===== src/shared/cfe_pkg.sv =====
// Shared constants, opcode fields and carrier types of the fetch/execute core.
package cfe_pkg;

  // ****************************************************************
  // Machine cycle timing
  // ****************************************************************
  localparam int        CFE_SLOTS      = 8;     // Clock periods per cycle.
  localparam logic [2:0] SLOT_ADDR_HI  = 3'h0;  // Upper byte goes out.
  localparam logic [2:0] SLOT_ADDR_LO  = 3'h2;  // Lower byte goes out.
  localparam logic [2:0] SLOT_RD_FIRST = 3'h3;  // First slot of data phase.
  localparam logic [2:0] SLOT_DATA     = 3'h6;  // Bus byte captured.
  localparam logic [2:0] SLOT_LAST     = 3'h7;  // Results committed.

  // ****************************************************************
  // Instruction fields: upper_code values
  // ****************************************************************
  localparam logic [3:0] UC_LDN  = 4'h0;  // Load via low_digit.
  localparam logic [3:0] UC_INC  = 4'h1;  // Increment register.
  localparam logic [3:0] UC_DEC  = 4'h2;  // Decrement register.
  localparam logic [3:0] UC_SBR  = 4'h3;  // Short branch.
  localparam logic [3:0] UC_LDA  = 4'h4;  // Load and advance.
  localparam logic [3:0] UC_STR  = 4'h5;  // Store via low_digit.
  localparam logic [3:0] UC_CTL  = 4'h7;  // Latch control group.
  localparam logic [3:0] UC_GLO  = 4'h8;  // Get low byte.
  localparam logic [3:0] UC_GHI  = 4'h9;  // Get high byte.
  localparam logic [3:0] UC_PLO  = 4'hA;  // Put low byte.
  localparam logic [3:0] UC_PHI  = 4'hB;  // Put high byte.
  localparam logic [3:0] UC_LONG = 4'hC;  // Long branch and long skip.
  localparam logic [3:0] UC_SEP  = 4'hD;  // Set counter_selector.
  localparam logic [3:0] UC_SEX  = 4'hE;  // Set data_pointer_selector.
  localparam logic [3:0] UC_ALU  = 4'hF;  // Memory and ALU group.

  // ****************************************************************
  // Instruction fields: low_digit sub-codes
  // ****************************************************************
  localparam logic [3:0] LD_ZERO = 4'h0;  // Load via data pointer.
  localparam logic [3:0] LD_ADD  = 4'h4;  // Add memory byte.
  localparam logic [3:0] LD_SD   = 4'h5;  // Memory minus accumulator.
  localparam logic [3:0] LD_SHR  = 4'h6;  // Shift right.
  localparam logic [3:0] LD_SM   = 4'h7;  // Accumulator minus memory.
  localparam logic [3:0] LD_LDI  = 4'h8;  // Load immediate.
  localparam logic [3:0] LD_REQ  = 4'hA;  // Clear output latch.
  localparam logic [3:0] LD_SEQ  = 4'hB;  // Set output latch.
  localparam logic [3:0] LD_ADI  = 4'hC;  // Add immediate.
  localparam logic [3:0] LD_SDI  = 4'hD;  // Immediate minus accumulator.
  localparam logic [3:0] LD_SHL  = 4'hE;  // Shift left.
  localparam int         LD_SKIP_BIT = 2; // Long group: set means skip.
  localparam int         LD_NEG_BIT  = 3; // Condition is inverted.

  // Condition select held in low_digit bits 1:0.
  localparam logic [1:0] CND_ALWAYS = 2'h0;
  localparam logic [1:0] CND_LATCH  = 2'h1;
  localparam logic [1:0] CND_CARRY  = 2'h2;

  // ****************************************************************
  // Reset values and types
  // ****************************************************************
  localparam logic [15:0] CFE_REG_RST = 16'h0000;
  localparam logic [3:0]  CFE_SEL_RST = 4'h0;
  localparam logic [7:0]  CFE_BYTE_RST = 8'h00;
  localparam logic [15:0] CFE_ONE = 16'h0001;

  typedef enum logic [1:0] {
    CFE_FETCH_STATE = 2'b00,  // fetch_state.
    CFE_EXEC_STATE  = 2'b01,  // execute_state.
    CFE_EXEC2_STATE = 2'b10   // Second execute of long instructions.
  } cfe_state_t;

  typedef enum logic [2:0] {
    ALU_PASS = 3'b000,
    ALU_ADD  = 3'b001,
    ALU_SD   = 3'b010,
    ALU_SM   = 3'b011,
    ALU_SHR  = 3'b100,
    ALU_SHL  = 3'b101
  } cfe_alu_op_t;

  // Outward memory port; addr and wdata come from flip-flops, the control fields are decoded.
  typedef struct packed {
    logic [7:0] addr;    // Multiplexed address lines.
    logic [7:0] wdata;   // Byte driven on the data bus.
    logic       oe_n;    // Low while the core drives the data bus.
    logic       rd;      // Memory read level.
    logic       wr;      // Memory write pulse.
    logic       hi_stb;  // Upper address byte is valid.
  } cfe_mem_t;

endpackage : cfe_pkg


===== src/design/cfe_alu.sv =====
// Eight-bit arithmetic unit of the fetch/execute core.
module cfe_alu
  import cfe_pkg::*;
(
  input  cfe_pkg::cfe_alu_op_t op_i,     // Operation select.
  input  wire logic [7:0]      acc_i,    // Accumulator operand.
  input  wire logic [7:0]      bus_i,    // Data bus operand.
  input  wire logic            carry_i,  // Current carry_flag.
  output logic [7:0]           res_o,    // Result for accumulator.
  output logic                 carry_o   // New carry_flag.
);

  // ****************************************************************
  // Adders
  // ****************************************************************
  // Subtraction adds the inverted subtrahend plus one, so bit 8 is
  // one exactly when no borrow happened.
  wire [8:0] sum_w = {1'b0, acc_i} + {1'b0, bus_i};
  wire [8:0] sd_w  = {1'b0, bus_i} + {1'b0, ~acc_i} + 9'h001;
  wire [8:0] sm_w  = {1'b0, acc_i} + {1'b0, ~bus_i} + 9'h001;

  // Result and flag selection.
  always_comb
  begin
    res_o   = bus_i;
    carry_o = carry_i;
    case (op_i)
      ALU_PASS: res_o = bus_i;
      ALU_ADD:
      begin
        res_o   = sum_w[7:0];
        carry_o = sum_w[8];
      end
      ALU_SD:
      begin
        res_o   = sd_w[7:0];
        carry_o = sd_w[8];
      end
      ALU_SM:
      begin
        res_o   = sm_w[7:0];
        carry_o = sm_w[8];
      end
      ALU_SHR:
      begin
        res_o   = {1'b0, acc_i[7:1]};
        carry_o = acc_i[0];
      end
      ALU_SHL:
      begin
        res_o   = {acc_i[6:0], 1'b0};
        carry_o = acc_i[7];
      end
      default:
      begin
        res_o   = bus_i;
        carry_o = carry_i;
      end
    endcase
  end

endmodule : cfe_alu


===== src/design/cfe_core.sv =====
// Register bank, sequencer and accumulator path of the 8-bit core.

module cfe_core
  import cfe_pkg::*;
(
  input  wire logic       sys_clk_i,       // 100 MHz system clock.
  input  wire logic       rst_i,           // Synchronous reset, high.
  input  wire logic [7:0] data_i,          // Data bus as seen by core.
  output cfe_pkg::cfe_mem_t mem_o,         // Memory port.
  output logic [1:0]      state_code_o,    // Current machine state.
  output logic            output_latch_o,  // Output latch level.
  output logic            carry_flag_o,    // Carry flag level.
  output logic [7:0]      acc_o            // Accumulator contents.
);

  // ****************************************************************
  // Storage
  // ****************************************************************
  logic [15:0] bank_q [16];
  logic [15:0] a_q;
  logic [3:0]  p_q, x_q;
  logic [3:0]  upper_q, low_q;
  logic [7:0]  acc_q, bus_q, hi_q, addr_q, wdata_q;
  logic        carry_q, latch_q, taken_q;
  logic [2:0]  slot_q;
  cfe_state_t  state_q, state_d;

  // Condition test shared by short and long control transfers.
  function automatic logic cond_met(input logic [3:0] code,
                                    input logic latch,
                                    input logic carry,
                                    input logic [7:0] acc);
    logic hit;
    case (code[1:0])
      CND_ALWAYS: hit = 1'b1;
      CND_LATCH:  hit = latch;
      CND_CARRY:  hit = carry;
      default:    hit = (acc == CFE_BYTE_RST);
    endcase
    cond_met = hit ^ code[LD_NEG_BIT];
  endfunction : cond_met

  // ****************************************************************
  // Instruction decode
  // ****************************************************************
  // The fields sit in separate registers so decode is pure wiring.
  wire is_fetch = (state_q == CFE_FETCH_STATE);
  wire is_exec  = !is_fetch;
  wire op_ldn   = (upper_q == UC_LDN) && (low_q != LD_ZERO);
  wire op_lda   = (upper_q == UC_LDA);
  wire op_str   = (upper_q == UC_STR);
  wire op_sbr   = (upper_q == UC_SBR);
  wire op_long  = (upper_q == UC_LONG);
  wire op_skip  = op_long && low_q[LD_SKIP_BIT];
  wire op_lbr   = op_long && !low_q[LD_SKIP_BIT];
  wire op_alu   = (upper_q == UC_ALU);
  wire op_imm   = op_alu && ((low_q == LD_LDI) || (low_q == LD_ADI) ||
                             (low_q == LD_SDI));
  wire op_viax  = op_alu && ((low_q == LD_ZERO) || (low_q == LD_ADD) ||
                             (low_q == LD_SD) || (low_q == LD_SM));
  wire op_shift = op_alu && ((low_q == LD_SHR) || (low_q == LD_SHL));
  wire cond_ok  = cond_met(low_q, latch_q, carry_q, acc_q);

  // Pick the selector whose register feeds the work copy.
  wire use_p    = is_fetch || op_imm || op_sbr || op_long;
  wire use_x    = is_exec && op_viax;
  wire [3:0] sel_w = use_p ? p_q : (use_x ? x_q : low_q);

  // Cycles that read or write external memory.
  wire mem_rd_cyc = is_fetch || (is_exec && (op_ldn || op_lda || op_viax
                    || op_imm || op_sbr || op_lbr));
  wire mem_wr_cyc = is_exec && op_str;

  // ****************************************************************
  // Arithmetic path
  // ****************************************************************
  // Register moves use the internal bus, memory reads the captured byte.
  wire [7:0] int_bus = (upper_q == UC_GLO) ? a_q[7:0] :
                       (upper_q == UC_GHI) ? a_q[15:8] : bus_q;
  cfe_alu_op_t alu_op;
  logic [7:0]  alu_res;
  logic        alu_c;

  assign alu_op = !op_alu ? ALU_PASS :
                  ((low_q == LD_ADD) || (low_q == LD_ADI)) ? ALU_ADD :
                  ((low_q == LD_SD) || (low_q == LD_SDI)) ? ALU_SD :
                  (low_q == LD_SM)  ? ALU_SM :
                  (low_q == LD_SHR) ? ALU_SHR :
                  (low_q == LD_SHL) ? ALU_SHL : ALU_PASS;

  cfe_alu u_alu (
    .op_i    (alu_op),
    .acc_i   (acc_q),
    .bus_i   (int_bus),
    .carry_i (carry_q),
    .res_o   (alu_res),
    .carry_o (alu_c)
  );

  wire acc_we = is_exec && (op_ldn || op_lda || op_viax || op_imm ||
                op_shift || (upper_q == UC_GLO) || (upper_q == UC_GHI));
  wire carry_we = is_exec && (alu_op != ALU_PASS);

  // ****************************************************************
  // Work copy write-back
  // ****************************************************************
  // Counting happens in the work copy so the bank needs one write port.
  wire [15:0] a_inc = a_q + CFE_ONE;
  wire [15:0] a_dec = a_q - CFE_ONE;

  // Condition is judged once, in the first execute cycle.
  wire taken_w = (state_q == CFE_EXEC_STATE) ? cond_ok : taken_q;

  logic        wb_en;
  logic [15:0] wb_val;

  always_comb
  begin
    wb_en  = 1'b0;
    wb_val = a_inc;
    if (is_fetch)
      wb_en = 1'b1;
    else
      case (upper_q)
        UC_INC, UC_LDA: wb_en = 1'b1;
        UC_DEC:
        begin
          wb_en  = 1'b1;
          wb_val = a_dec;
        end
        UC_PLO:
        begin
          wb_en  = 1'b1;
          wb_val = {a_q[15:8], acc_q};
        end
        UC_PHI:
        begin
          wb_en  = 1'b1;
          wb_val = {acc_q, a_q[7:0]};
        end
        UC_SBR:
        begin
          wb_en  = 1'b1;
          wb_val = cond_ok ? {a_q[15:8], bus_q} : a_inc;
        end
        UC_LONG:
        begin
          // A taken skip advances once per execute cycle, two bytes in all.
          wb_en  = op_lbr || taken_w;
          wb_val = (op_lbr && state_q == CFE_EXEC2_STATE && taken_q) ?
                   {hi_q, bus_q} : a_inc;
        end
        UC_ALU: wb_en = op_imm;
        default: wb_en = 1'b0;
      endcase
  end

  // ****************************************************************
  // Sequencer
  // ****************************************************************
  wire last_slot = (slot_q == SLOT_LAST);

  always_comb
  begin
    case (state_q)
      CFE_FETCH_STATE: state_d = CFE_EXEC_STATE;
      CFE_EXEC_STATE:  state_d = op_long ? CFE_EXEC2_STATE :
                                 CFE_FETCH_STATE;
      CFE_EXEC2_STATE: state_d = CFE_FETCH_STATE;
      default:         state_d = CFE_FETCH_STATE;
    endcase
  end

  // Slot counter wraps every eight clocks.
  always_ff @(posedge sys_clk_i)
  begin
    if (rst_i)
    begin
      slot_q  <= SLOT_ADDR_HI;
      state_q <= CFE_FETCH_STATE;
    end
    else
    begin
      slot_q <= slot_q + 3'h1;
      if (last_slot)
        state_q <= state_d;
    end
  end

  // Address pins: work copy taken, upper byte out, then lower byte.
  always_ff @(posedge sys_clk_i)
  begin
    if (rst_i)
    begin
      a_q    <= CFE_REG_RST;
      addr_q <= CFE_BYTE_RST;
      bus_q  <= CFE_BYTE_RST;
    end
    else
    begin
      if (slot_q == SLOT_ADDR_HI)
      begin
        a_q    <= bank_q[sel_w];
        addr_q <= bank_q[sel_w][15:8];
      end
      if (slot_q == SLOT_ADDR_LO)
        addr_q <= a_q[7:0];
      if (slot_q == SLOT_DATA)
        bus_q <= data_i;
    end
  end

  // Bank write-back at the end of each machine cycle.
  always_ff @(posedge sys_clk_i)
  begin
    if (rst_i)
      for (int i = 0; i < 16; i++)
        bank_q[i] <= CFE_REG_RST;
    else if (last_slot && wb_en)
      bank_q[sel_w] <= wb_val;
  end

  // Instruction, selectors, accumulator and flags.
  always_ff @(posedge sys_clk_i)
  begin
    if (rst_i)
    begin
      upper_q <= CFE_SEL_RST;
      low_q   <= CFE_SEL_RST;
      p_q     <= CFE_SEL_RST;
      x_q     <= CFE_SEL_RST;
      acc_q   <= CFE_BYTE_RST;
      hi_q    <= CFE_BYTE_RST;
      carry_q <= 1'b0;
      latch_q <= 1'b0;
      taken_q <= 1'b0;
    end
    else if (last_slot)
    begin
      if (is_fetch)
      begin
        upper_q <= bus_q[7:4];
        low_q   <= bus_q[3:0];
      end
      if (state_q == CFE_EXEC_STATE)
      begin
        taken_q <= cond_ok;
        hi_q    <= bus_q;
      end
      if (acc_we)
        acc_q <= alu_res;
      if (carry_we)
        carry_q <= alu_c;
      if (is_exec && upper_q == UC_CTL && low_q == LD_SEQ)
        latch_q <= 1'b1;
      if (is_exec && upper_q == UC_CTL && low_q == LD_REQ)
        latch_q <= 1'b0;
      if (is_exec && upper_q == UC_SEP)
        p_q <= low_q;
      if (is_exec && upper_q == UC_SEX)
        x_q <= low_q;
    end
  end

  // Write data is held from the accumulator for the whole store cycle.
  always_ff @(posedge sys_clk_i)
  begin
    if (rst_i)
      wdata_q <= CFE_BYTE_RST;
    else if (slot_q == SLOT_ADDR_HI)
      wdata_q <= acc_q;
  end

  // ****************************************************************
  // Outputs
  // ****************************************************************
  wire data_phase = (slot_q >= SLOT_RD_FIRST);

  assign mem_o.addr   = addr_q;
  assign mem_o.wdata  = wdata_q;
  assign mem_o.oe_n   = !(mem_wr_cyc && data_phase);
  assign mem_o.rd     = mem_rd_cyc && data_phase;
  assign mem_o.wr     = mem_wr_cyc && (slot_q == SLOT_DATA);
  assign mem_o.hi_stb = (slot_q == SLOT_ADDR_LO);
  assign state_code_o = is_fetch ? CFE_FETCH_STATE : CFE_EXEC_STATE;
  assign output_latch_o = latch_q;
  assign carry_flag_o = carry_q;
  assign acc_o        = acc_q;
endmodule : cfe_core


===== config.mk =====
export PLATFORM = sky130hd
export DESIGN_NAME = cfe_core
export DESIGN_NICKNAME = d
export VERILOG_FILES = /design/src/shared/cfe_pkg.sv /design/src/design/cfe_alu.sv /design/src/design/cfe_core.sv
export SDC_FILE = /design/constraint.sdc
export NUM_CORES = 1
export LEC_CHECK = 0
export ABC_AREA = 1
export BUFFER_PORTS_ARGS = -buffer_cell sky130_fd_sc_hd__buf_2
export CAP_MARGIN = 20
export CORE_MARGIN = 2
export CORE_UTILIZATION = 45
export CTS_CLUSTER_SIZE = 10
export DETAILED_ROUTE_END_ITERATION = 6
export REMOVE_ABC_BUFFERS = 1
export SETUP_SLACK_MARGIN = 0.02
export SLEW_MARGIN = 30
export SYNTH_ARGS = -nofsm -noshare
export SYNTH_HDL_FRONTEND = slang
export SYNTH_SLANG_ARGS = --single-unit

===== constraint.sdc =====
create_clock -name sys_clk_i -period 3.1 [get_ports sys_clk_i]
set_clock_uncertainty 0.2 [all_clocks]
set_input_delay 0.775 -clock sys_clk_i [delete_from_list [all_inputs] [get_ports sys_clk_i]]
set_output_delay 0.775 -clock sys_clk_i [all_outputs]
set_load 0.02 [all_outputs]

* After elaboration in Yosys (flattened, before gate mapping)
Memory sizes are Yosys's and may differ from the RTL's.
Cells that the tools add are included.
** Word-level totals
- Bits in writable memories :: 256
- Bits of input ports :: 10
- Memories kept :: 1
- Register bits after elaboration :: 80
** Cells by class
- Reduce and logical (&&, ||, !) cells :: 65
- Bitwise logic cells :: 3
- Eq/ne operators :: 36
- Add/sub/neg operators :: 8
- Muxes and demuxes :: 35
- Magnitude comparators :: 1
** Memory list
- bank_q :: depth 16, bits a word 16, rd ports 1, clocked after memory_dff 0, wr ports 16, RTL line cfe_core.sv:19 : logic [15:0] bank_q [16];
** Operator list (number)
- 16-bit case mux with 5 select lines :: 1
- 16-bit two-way mux :: 4
- 4-bit == test (second input constant) :: 14
- 8-bit case mux with 5 select lines :: 1
- 8-bit two-way mux :: 4
- 4-bit by 3-bit == test with 1-bit output (second input constant) :: 7
- 8-bit by 8-bit adder with 9-bit output :: 3
- 1-bit logical AND :: 21
- 1-bit logical OR :: 21
- 9-bit by 1-bit adder with 9-bit output (second input constant) :: 2
- 3-bit two-way mux :: 6
- 16-bit by 1-bit adder with 16-bit output (second input constant) :: 1
- 8-bit inverter :: 2
- 16-bit OR reduction :: 1
- 16-bit by 1-bit subtractor with 16-bit output (second input constant) :: 1
- 3-bit == test (second input constant) :: 4
- 4-bit two-way mux :: 3
- 2-bit AND reduction :: 6
- 1-bit two-way mux :: 11
- 3-bit by 2-bit == test with 1-bit output (second input constant) :: 3
- 4-bit by 2-bit == test with 1-bit output (second input constant) :: 2
- 4-bit logical NOT :: 2
- 8-bit logical NOT :: 1
- 1-bit case mux with 3 select lines :: 2
- 19 further kinds :: 25

* Logic depth before layout (Yosys ltp)
Gate-level depths: netlist of the first run.
- Depth after elaboration :: 13
- Mapped depth :: 21

* Modules after synthesis
Synthesis of the first run repeated with hierarchy kept, for this count alone.
** Unflattened totals
- Cell total of the unflattened synthesis :: 2252
- Area total of the unflattened synthesis :: 18609.1 um^2
** Modules (own cells, without submodules)
- cfe_core :: times used 1, seq. area each 9288.9 um^2, cells an instance 1984, area an instance 17166.5 um^2
- cfe_alu :: times used 1, seq. area each 0.0 um^2, cells an instance 268, area an instance 1442.6 um^2

* Worst setup path before layout of the first run
OpenSTA, ideal clock, no wires.
- Path type :: register to register
- Start point :: reg upper_q[3]
- End point :: reg acc_q[6], in the netlist acc_o[6]
- Data required time :: 2.768 ns
- Path buffers :: 0
- Setup time :: 0.132 ns
- Arrival time :: 3.043 ns
- Cell stages (with the launch flop) :: 17
- Setup slack :: -0.275 ns
- Clock period less this slack :: 3.375 ns
- Cell sequence :: dfxtp_1 inv_1 nor2_2 inv_2 nor2_1 inv_1 a221oi_1 inv_1 fa_1 or2_2 nand2_1 a21oi_1 o21ai_0 xor2_1 o2111ai_1 nand2_1 a21oi_1
** Between the ends
- Word-level cells in the longest chain between the ends :: 10
- Elaborated cells on any way between the ends :: 32
- Those cells by class :: 5 x add/sub; 9 x eq/ne; 4 x mux; 1 x bitwise; 13 x reduce/logical
** RTL lines
- start, declared :: RTL line cfe_core.sv:22 : logic [3:0] upper_q, low_q;
- start signal, assigned :: RTL line cfe_core.sv:242 : upper_q <= bus_q[7:4];
- parallel branches: the longest is 10 deep, another holds 8-bit by 8-bit adder with 9-bit output
- end signal, assigned :: RTL line cfe_core.sv:251 : acc_q <= alu_res;
- end, declared :: RTL line cfe_core.sv:23 : logic [7:0] acc_q, bus_q, hi_q, addr_q, wdata_q;
Several ways; the timed one is not identified.
A chain may end at the register's enable or synchronous reset.

* Worst setup path after layout of the first run
Ends and elaborated chain as after synthesis.

==> results of run 1 <==
[cells in the mapped netlist (7+ instances only)]
cell type,count,area share (%)
or2_2,7,0.25
edfxtp_1,256,43
nand4_1,50,1.8
nand3_1,167,4.7
nor2_2,19,0.67
nor2_1,352,7.4
nand2_2,16,0.56
xor2_1,9,0.44
o21ai_0,95,2.7
buf_4,13,0.55
a31oi_1,10,0.35
inv_2,13,0.27
clkbuf_1,48,1.0
nand2_1,554,12
nor3_1,11,0.31
dfxtp_1,80,9.0
buf_2,57,1.6
a21oi_1,110,3.1
a221oi_1,8,0.39
inv_1,114,2.4
o22ai_1,20,0.70
ha_1,31,2.2
[sequential cells by signal (all words and copies together) (netlist names), 2 cells and up]
name,flops
a_q,16
addr_q,8
hi_q,8
bus_q,8
state_q,2
p_q,4
bank_q,256
slot_q,3
x_q,4
low_q,4
acc_o,8
wdata_q,8
upper_q,4
[final cells by class]
cell class	instances	area [sq um]	share of cell area (%)
Clock buffer	61	1122	5.071
Sequential cell	336	9301	42.03
Tap cell	518	648.1	2.929
Timing Repair Buffer	278	2606	11.78
Multi-Input combinational cell	1529	7844	35.44
Inverter	130	495.5	2.239
Clock inverter	7	113.9	0.5145
[cells in the final DEF (no fill, tap or decap), drive strengths merged, types with 3 or more instances in the layout]
cell type	netlist	final
a21oi	113	113
a221oi	8	8
a22oi	3	3
a31oi	15	15
a41oi	3	3
buf	75	275
clkbuf	48	64
clkinv	3	6
dfxtp	80	80
edfxtp	256	256
fa	3	3
ha	31	31
inv	127	129
nand2	574	574
nand3	170	170
nand4	51	51
nor2	374	374
nor3	16	16
nor4	3	3
o2111ai	4	4
o211ai	6	6
o21a	3	3
o21ai	99	99
o221ai	3	3
o22ai	20	20
or2	7	7
xor2	9	9
[kinds of logic after synthesis]
logic type	Yosys count	share of synthesized area (%)
AO/OA/AOI/OAI	288	9.779
flip-flops	336	52.30
buffers and inverters	253	6.235
other	1	0.02112
XOR/XNOR	9	0.4439
adder cells (fa/ha/maj)	34	2.522
AND/OR/NAND/NOR	1197	28.70
[worst max-delay path by stage]
stage | slack, ns | endpoint | cells past startpoint
floorplan | -1.93 | a_q[0] | 13
global placement | -0.12 | acc_o[6] | 17
detailed placement | -0.21 | acc_o[6] | 17
CTS | -0.008 | acc_o[5] | 18
global route | -0.1 | acc_o[6] | 21
finish | 0.04 | acc_o[6] | 19
[what timing repair did]
item                       in CTS  in global routing
setup buffers                   4                 16
setup endpoints to repair      27                417
pin swaps                       3                 46
cloned                          0                  3
gates resized for setup        16                125
[power breakdown]
group | switching, uW | leakage, uW | total [uW] | internal, uW
Clock | 1890 | 0.000596 | 4560 | 2670
Sequential | 87.5 | 0.00330 | 5080 | 4990
Combinational | 833 | 0.00518 | 1300 | 470
Total | 2810 | 0.00908 | 10900 | 8130
[metrics by stage]
| stage | TNS (ns) | instances |
|---|---|---|
| 2_1_floorplan | -670.27 | 1995 |
| 3_3_place_gp | -0.3570 | 2769 |
| 3_5_place_dp | -0.6371 | 2769 |
| 4_1_cts | -0.009774 | 2841 |
| 5_1_grt | -0.1338 | 2859 |
| 6_report | 0 | 2859 |
[layer usage]
layer / GRT usage, % / part of all wire (%)
met4: 15.90 / 5.5
met5: 0 / 0
met1: 38.56 / 40
met3: 3.868 / 7.5
met2: 46.91 / 47
==> impl_metrics.py, run 1 <==
metrics = {
    "timing": {
        "rsz0062_at_grt": "yes",
        "finalHoldViolCount": 0,
        "period_needed_ns": 3.059,
        "max_freq_ghz": 0.3269,
        "tightest_slew_ns": 0.8163,
        "final_max_slew_viol_count": 0,
        "setup_viol": 0,
        "whs_ns": 0.2455,
        "slew_headroom_pct": 45.52,
        "layout_setup_ws_ns": 0.04121,
        "period_share_pct": 98.67,
    },
    "floorplan": {
        "core_area_sq_um": 38830,
        "die_y_um": 202.7,
        "ios": 42,
        "design.die.area_sq_um": 41070,
        "die_w_um": 202.7,
        "num_rows": 72,
        "start_util_pct": 45.74,
    },
    "global_routing": {
        "grt_pass1_wl_um": 90960,
        "grt_usage_pct": 29.23,
        "grt_pass1_vias": 15310,
        "grt_max_degree": 77,
        "grt_antenna_before_repair": 0,
        "grt-ovfl-total": 0,
    },
    "setup_path": {
        "regToRegEndpoint": "acc_o[6]",
        "cp.arrival_ns": 3.31,
        "setup.worst_path.start": "upper_q[3]",
        "crit_fanout": 2,
        "r2r-start": "upper_q[3]",
        "critPathMostFrequentCell": "nor2_4",
        "critPathBufInv": 5,
        "cp-end-kind": "flop",
        "cp-start-kind": "flop",
        "crit_chain": "inv_2 > nor2_4 > inv_2 > buf_6 > nor2_4 > a221oi_4 > buf_4 > buf_4 > ha_2 > fa_2 > nor2_4 > nor2_4 > o21a_1 > nor2_1 > o22ai_1 > nor2_1 > o2111ai_2 > nand2_1 > a21oi_2",
        "crit_slowest_cell": "fa_2",
        "critical_path_class": "reg2reg",
        "critical-path-max-stage-delay_ns": 0.37,
        "r2r_slack_ns": 0.04,
        "reg2reg_depth": 19,
        "cp_top_family": "simple AND/OR/NAND/NOR gates",
        "cp.required_ns": 3.35,
    },
    "synthesis": {
        "yosysUniqueCellTypes": 56,
        "ys_seq_area_share_pct": 52.30,
        "synth_edf_count": 256,
        "synth-seq-cells": 336,
        "yosys_warnings": 0,
        "syn_inst": 2118,
        "syn-cell-area_sq_um": 17760,
        "async_flop_share_pct": 0,
        "ys.flop_type": "edfxtp_1",
        "postSynthAreaPerCell_sq_um": 8.385,
    },
    "hold_path": {
        "worstHoldPathCells": 1,
        "min_path_type": "reg2reg",
        "min_from": "slot_q[0]",
        "hold_end": "slot_q[0]",
    },
    "routing": {
        "vias": 16030,
        "ant_nets": 0,
        "drt_iter0_markers": 1610,
        "dr.pass1.iters": 6,
        "routed_wl_um": 60790,
        "vias_per_cell": 5.608,
        "post-route-drc-count": 0,
        "post_drt_wl_per_cell_um": 21.26,
    },
    "clock_network": {
        "numCtsBuffers": 41,
        "clk_latency_ns": 0.57,
        "hold_buffers": 0,
        "clockBufferDepth": 3,
        "cts_sinks": 336,
        "clkTransAtPathRegs_ns": 0.06,
        "cts_tree": "yes",
        "htreeDepth": 2,
        "cts_root_buffer": "clkbuf_16",
    },
    "place": {
        "place_area_sq_um": 20140,
        "gp_congestion": 0.9923,
        "preCtsSetupSlack_ns": -0.2105,
        "portBuffers": 40,
        "place_hpwl_um": 41680,
    },
    "power": {
        "power_uw": 10940,
        "powerDensity_nw_per_um2": 494.5,
        "p_leak_uw": 0.009078,
        "peakVddDrop_mv": 0.5515,
    },
    "outcome": {
        "status": "finished clean",
    },
    "layout": {
        "syn2layout_area_growth_pct": 24.62,
        "nFillCells": 3511,
        "fin_nets": 2360,
        "layout-drive-gt1-share_pct": 21.79,
        "stdcell_area_sq_um": 22130,
        "n_antenna_cell": 0,
        "fin_util_pct": 57.00,
    },
    "job": {
        "maxCapViolCount": 0,
    },
}
No activity file was read; power rests on OpenSTA's default activity.
==> run 2: changes to the inputs <==
--- a/config.mk
+++ b/config.mk
@@ -8,10 +8,13 @@
 export ABC_AREA = 1
 export BUFFER_PORTS_ARGS = -buffer_cell sky130_fd_sc_hd__buf_2
 export CAP_MARGIN = 20
+export CELL_PAD_IN_SITES_DETAIL_PLACEMENT = 0
+export CELL_PAD_IN_SITES_GLOBAL_PLACEMENT = 1
 export CORE_MARGIN = 2
-export CORE_UTILIZATION = 45
+export CORE_UTILIZATION = 44
 export CTS_CLUSTER_SIZE = 10
 export DETAILED_ROUTE_END_ITERATION = 6
+export PLACE_DENSITY_LB_ADDON = 0.1
 export REMOVE_ABC_BUFFERS = 1
 export SETUP_SLACK_MARGIN = 0.02
 export SLEW_MARGIN = 30
==> impl_metrics.py, run 2 (synthesis gave the netlist of run 1 again) <==
metrics = {
    "setup_path": {
        "cp-end-kind": "flop",
        "r2r-start": "upper_q[3]",
        "critical_path_class": "reg2reg",
        "cp.arrival_ns": 3.32,
        "endpoint": "carry_flag_o",
        "cp.required_ns": 3.38,
        "crit_fanout": 7,
        "cp-start-kind": "flop",
        "setup.worst_path.start": "upper_q[3]",
        "regToRegEndpoint": "carry_flag_o",
        "reg2reg_depth": 18,
        "r2r_slack_ns": 0.07,
    },
    "timing": {
        "tns_ns": 0,
        "final_max_slew_viol_count": 0,
        "slew_headroom_pct": 47.19,
        "tightest_slew_ns": 0.7861,
        "whs_ns": 0.2472,
        "max_freq_ghz": 0.3296,
        "layout_setup_ws_ns": 0.06615,
        "setup_viol": 0,
        "rsz0062_at_grt": "yes",
        "finalHoldViolCount": 0,
        "period_share_pct": 97.87,
        "period_needed_ns": 3.034,
    },
    "global_routing": {
        "grt_max_degree": 77,
        "grt_antenna_before_repair": 0,
        "grt_pass1_vias": 15090,
        "grt_pass1_wl_um": 89880,
        "grt_usage_pct": 28.64,
        "grt-ovfl-total": 0,
    },
    "hold_path": {
        "worstHoldPathCells": 1,
        "min_path_type": "reg2reg",
    },
    "layout": {
        "regArea_sq_um": 9295,
        "syn2layout_area_growth_pct": 24.68,
        "final_common_cell": "nand2_1",
        "stdcell_area_sq_um": 22140,
        "final_cell_mix": "nand2_1, nor2_1, edfxtp_1",
        "largest_register": "bank_q",
        "reg_top3": "bank_q (256), a_q (16)",
        "nFillCells": 3702,
        "largest_reg_flops": 256,
        "layout-drive-gt1-share_pct": 21.55,
        "stdcell_count": 2873,
        "multi_input_area_sq_um": 7825,
        "fin_nets": 2366,
        "n_antenna_cell": 0,
    },
    "power": {
        "p_leak_uw": 0.009099,
        "powerDensity_nw_per_um2": 485.6,
        "peakVddDrop_mv": 0.4608,
    },
    "clock_network": {
        "cts_sinks": 336,
        "clockBufferDepth": 3,
        "cts_tree": "yes",
        "htreeDepth": 2,
        "cts_root_buffer": "clkbuf_16",
        "numCtsBuffers": 41,
        "clk_latency_ns": 0.57,
        "clkTransAtPathRegs_ns": 0.06,
    },
    "routing": {
        "vias": 15880,
        "ant_nets": 0,
        "vias_per_cell": 5.528,
        "dr.pass1.iters": 5,
        "drt_iter0_markers": 1532,
        "routed_wl_um": 60030,
        "post-route-drc-count": 0,
        "post_drt_wl_per_cell_um": 20.89,
    },
    "place": {
        "preCtsSetupSlack_ns": -0.2065,
        "portBuffers": 40,
        "place_hpwl_um": 41330,
        "dp_cells": 2779,
        "gp_congestion": 0.9120,
        "place_area_sq_um": 20140,
    },
    "floorplan": {
        "core_area_sq_um": 39820,
        "design.die.area_sq_um": 41990,
        "ios": 42,
        "num_rows": 73,
        "die_y_um": 204.9,
        "die_w_um": 204.9,
        "start_util_pct": 44.60,
    },
    "job": {
        "maxCapViolCount": 0,
    },
    "outcome": {
        "status": "finished clean",
    },
}
run 2: cell types whose count changed in the layout (fill, tap and decap cells not counted), sizes merged:
cell	previous run	this run
buf	275	283
clkbuf	64	65
bufinv	2	0
run 2: worst min path at each step:
| stage | startpoint | to | slack, ns |
|---|---|---|---|
| after floorplan | slot_q[0] | slot_q[0] | 0.22 |
| after global placement | slot_q[0] | slot_q[0] | 0.23 |
| after detailed placement | slot_q[0] | slot_q[0] | 0.24 |
| after CTS | x_q[2] | x_q[2] | 0.25 |
| after global routing | x_q[0] | x_q[0] | 0.27 |
| final | slot_q[0] | slot_q[0] | 0.25 |
run 2: per-stage QoR:
step	total power, uW	utilization (%)
3_3_place_gp	6323	50.57
6_report	10750	55.60
3_5_place_dp	6335	50.57
5_1_grt	11090	55.60
2_1_floorplan	5713	-
4_1_cts	10780	53.89
run 2: worst max-delay path: stages, from the launching register on:
cell	delay (ns)
dfxtp_2	0.33
inv_2	0.05
nor2_4	0.12
inv_2	0.06
nor2_4	0.11
inv_2	0.05
buf_6	0.14
a221oi_2	0.28
buf_4	0.20
ha_4	0.23
inv_1	0.15
nand3_1	0.13
nand2_2	0.11
a21oi_2	0.06
o21bai_1	0.20
a21oi_1	0.10
nor2_1	0.20
o21ai_1	0.08
a41oi_1	0.14
run 2: timing repair:
item / in CTS / in global routing
gates resized for setup: 20 / 121
setup buffers: 2 / 23
pin swaps: 1 / 37
hold buffers: 0 / 0
cloned: 0 / 1
endpoints found under the setup margin: 20 / 455
run 2: cell type report:
type                            instances  area share (%)
Inverter                              130           2.204
Sequential cell                       336           41.98
Timing Repair Buffer                  284           12.06
Tap cell                              525           2.967
Multi-Input combinational cell       1529           35.34
Clock buffer                           64           5.216
Clock inverter                          5          0.2317
run 2: metal layers:
metal  share of wire [%]  vias to the layer above  global-route usage, %
met3                 7.5                       97                  4.582
met1                  44                     7663                  41.22
met4                 2.7                        0                  7.091
li1                    -                     7549                      -
met5                   0                        -                      0
met2                  46                      574                  45.15
run 2: power breakdown:
group / total [uW] / switching (uW) / leakage [uW] / internal [uW]
combinational: 1220 / 795 / 0.00522 / 423
sequential: 5080 / 87.0 / 0.00330 / 5000
clock: 4450 / 1890 / 0.000581 / 2560
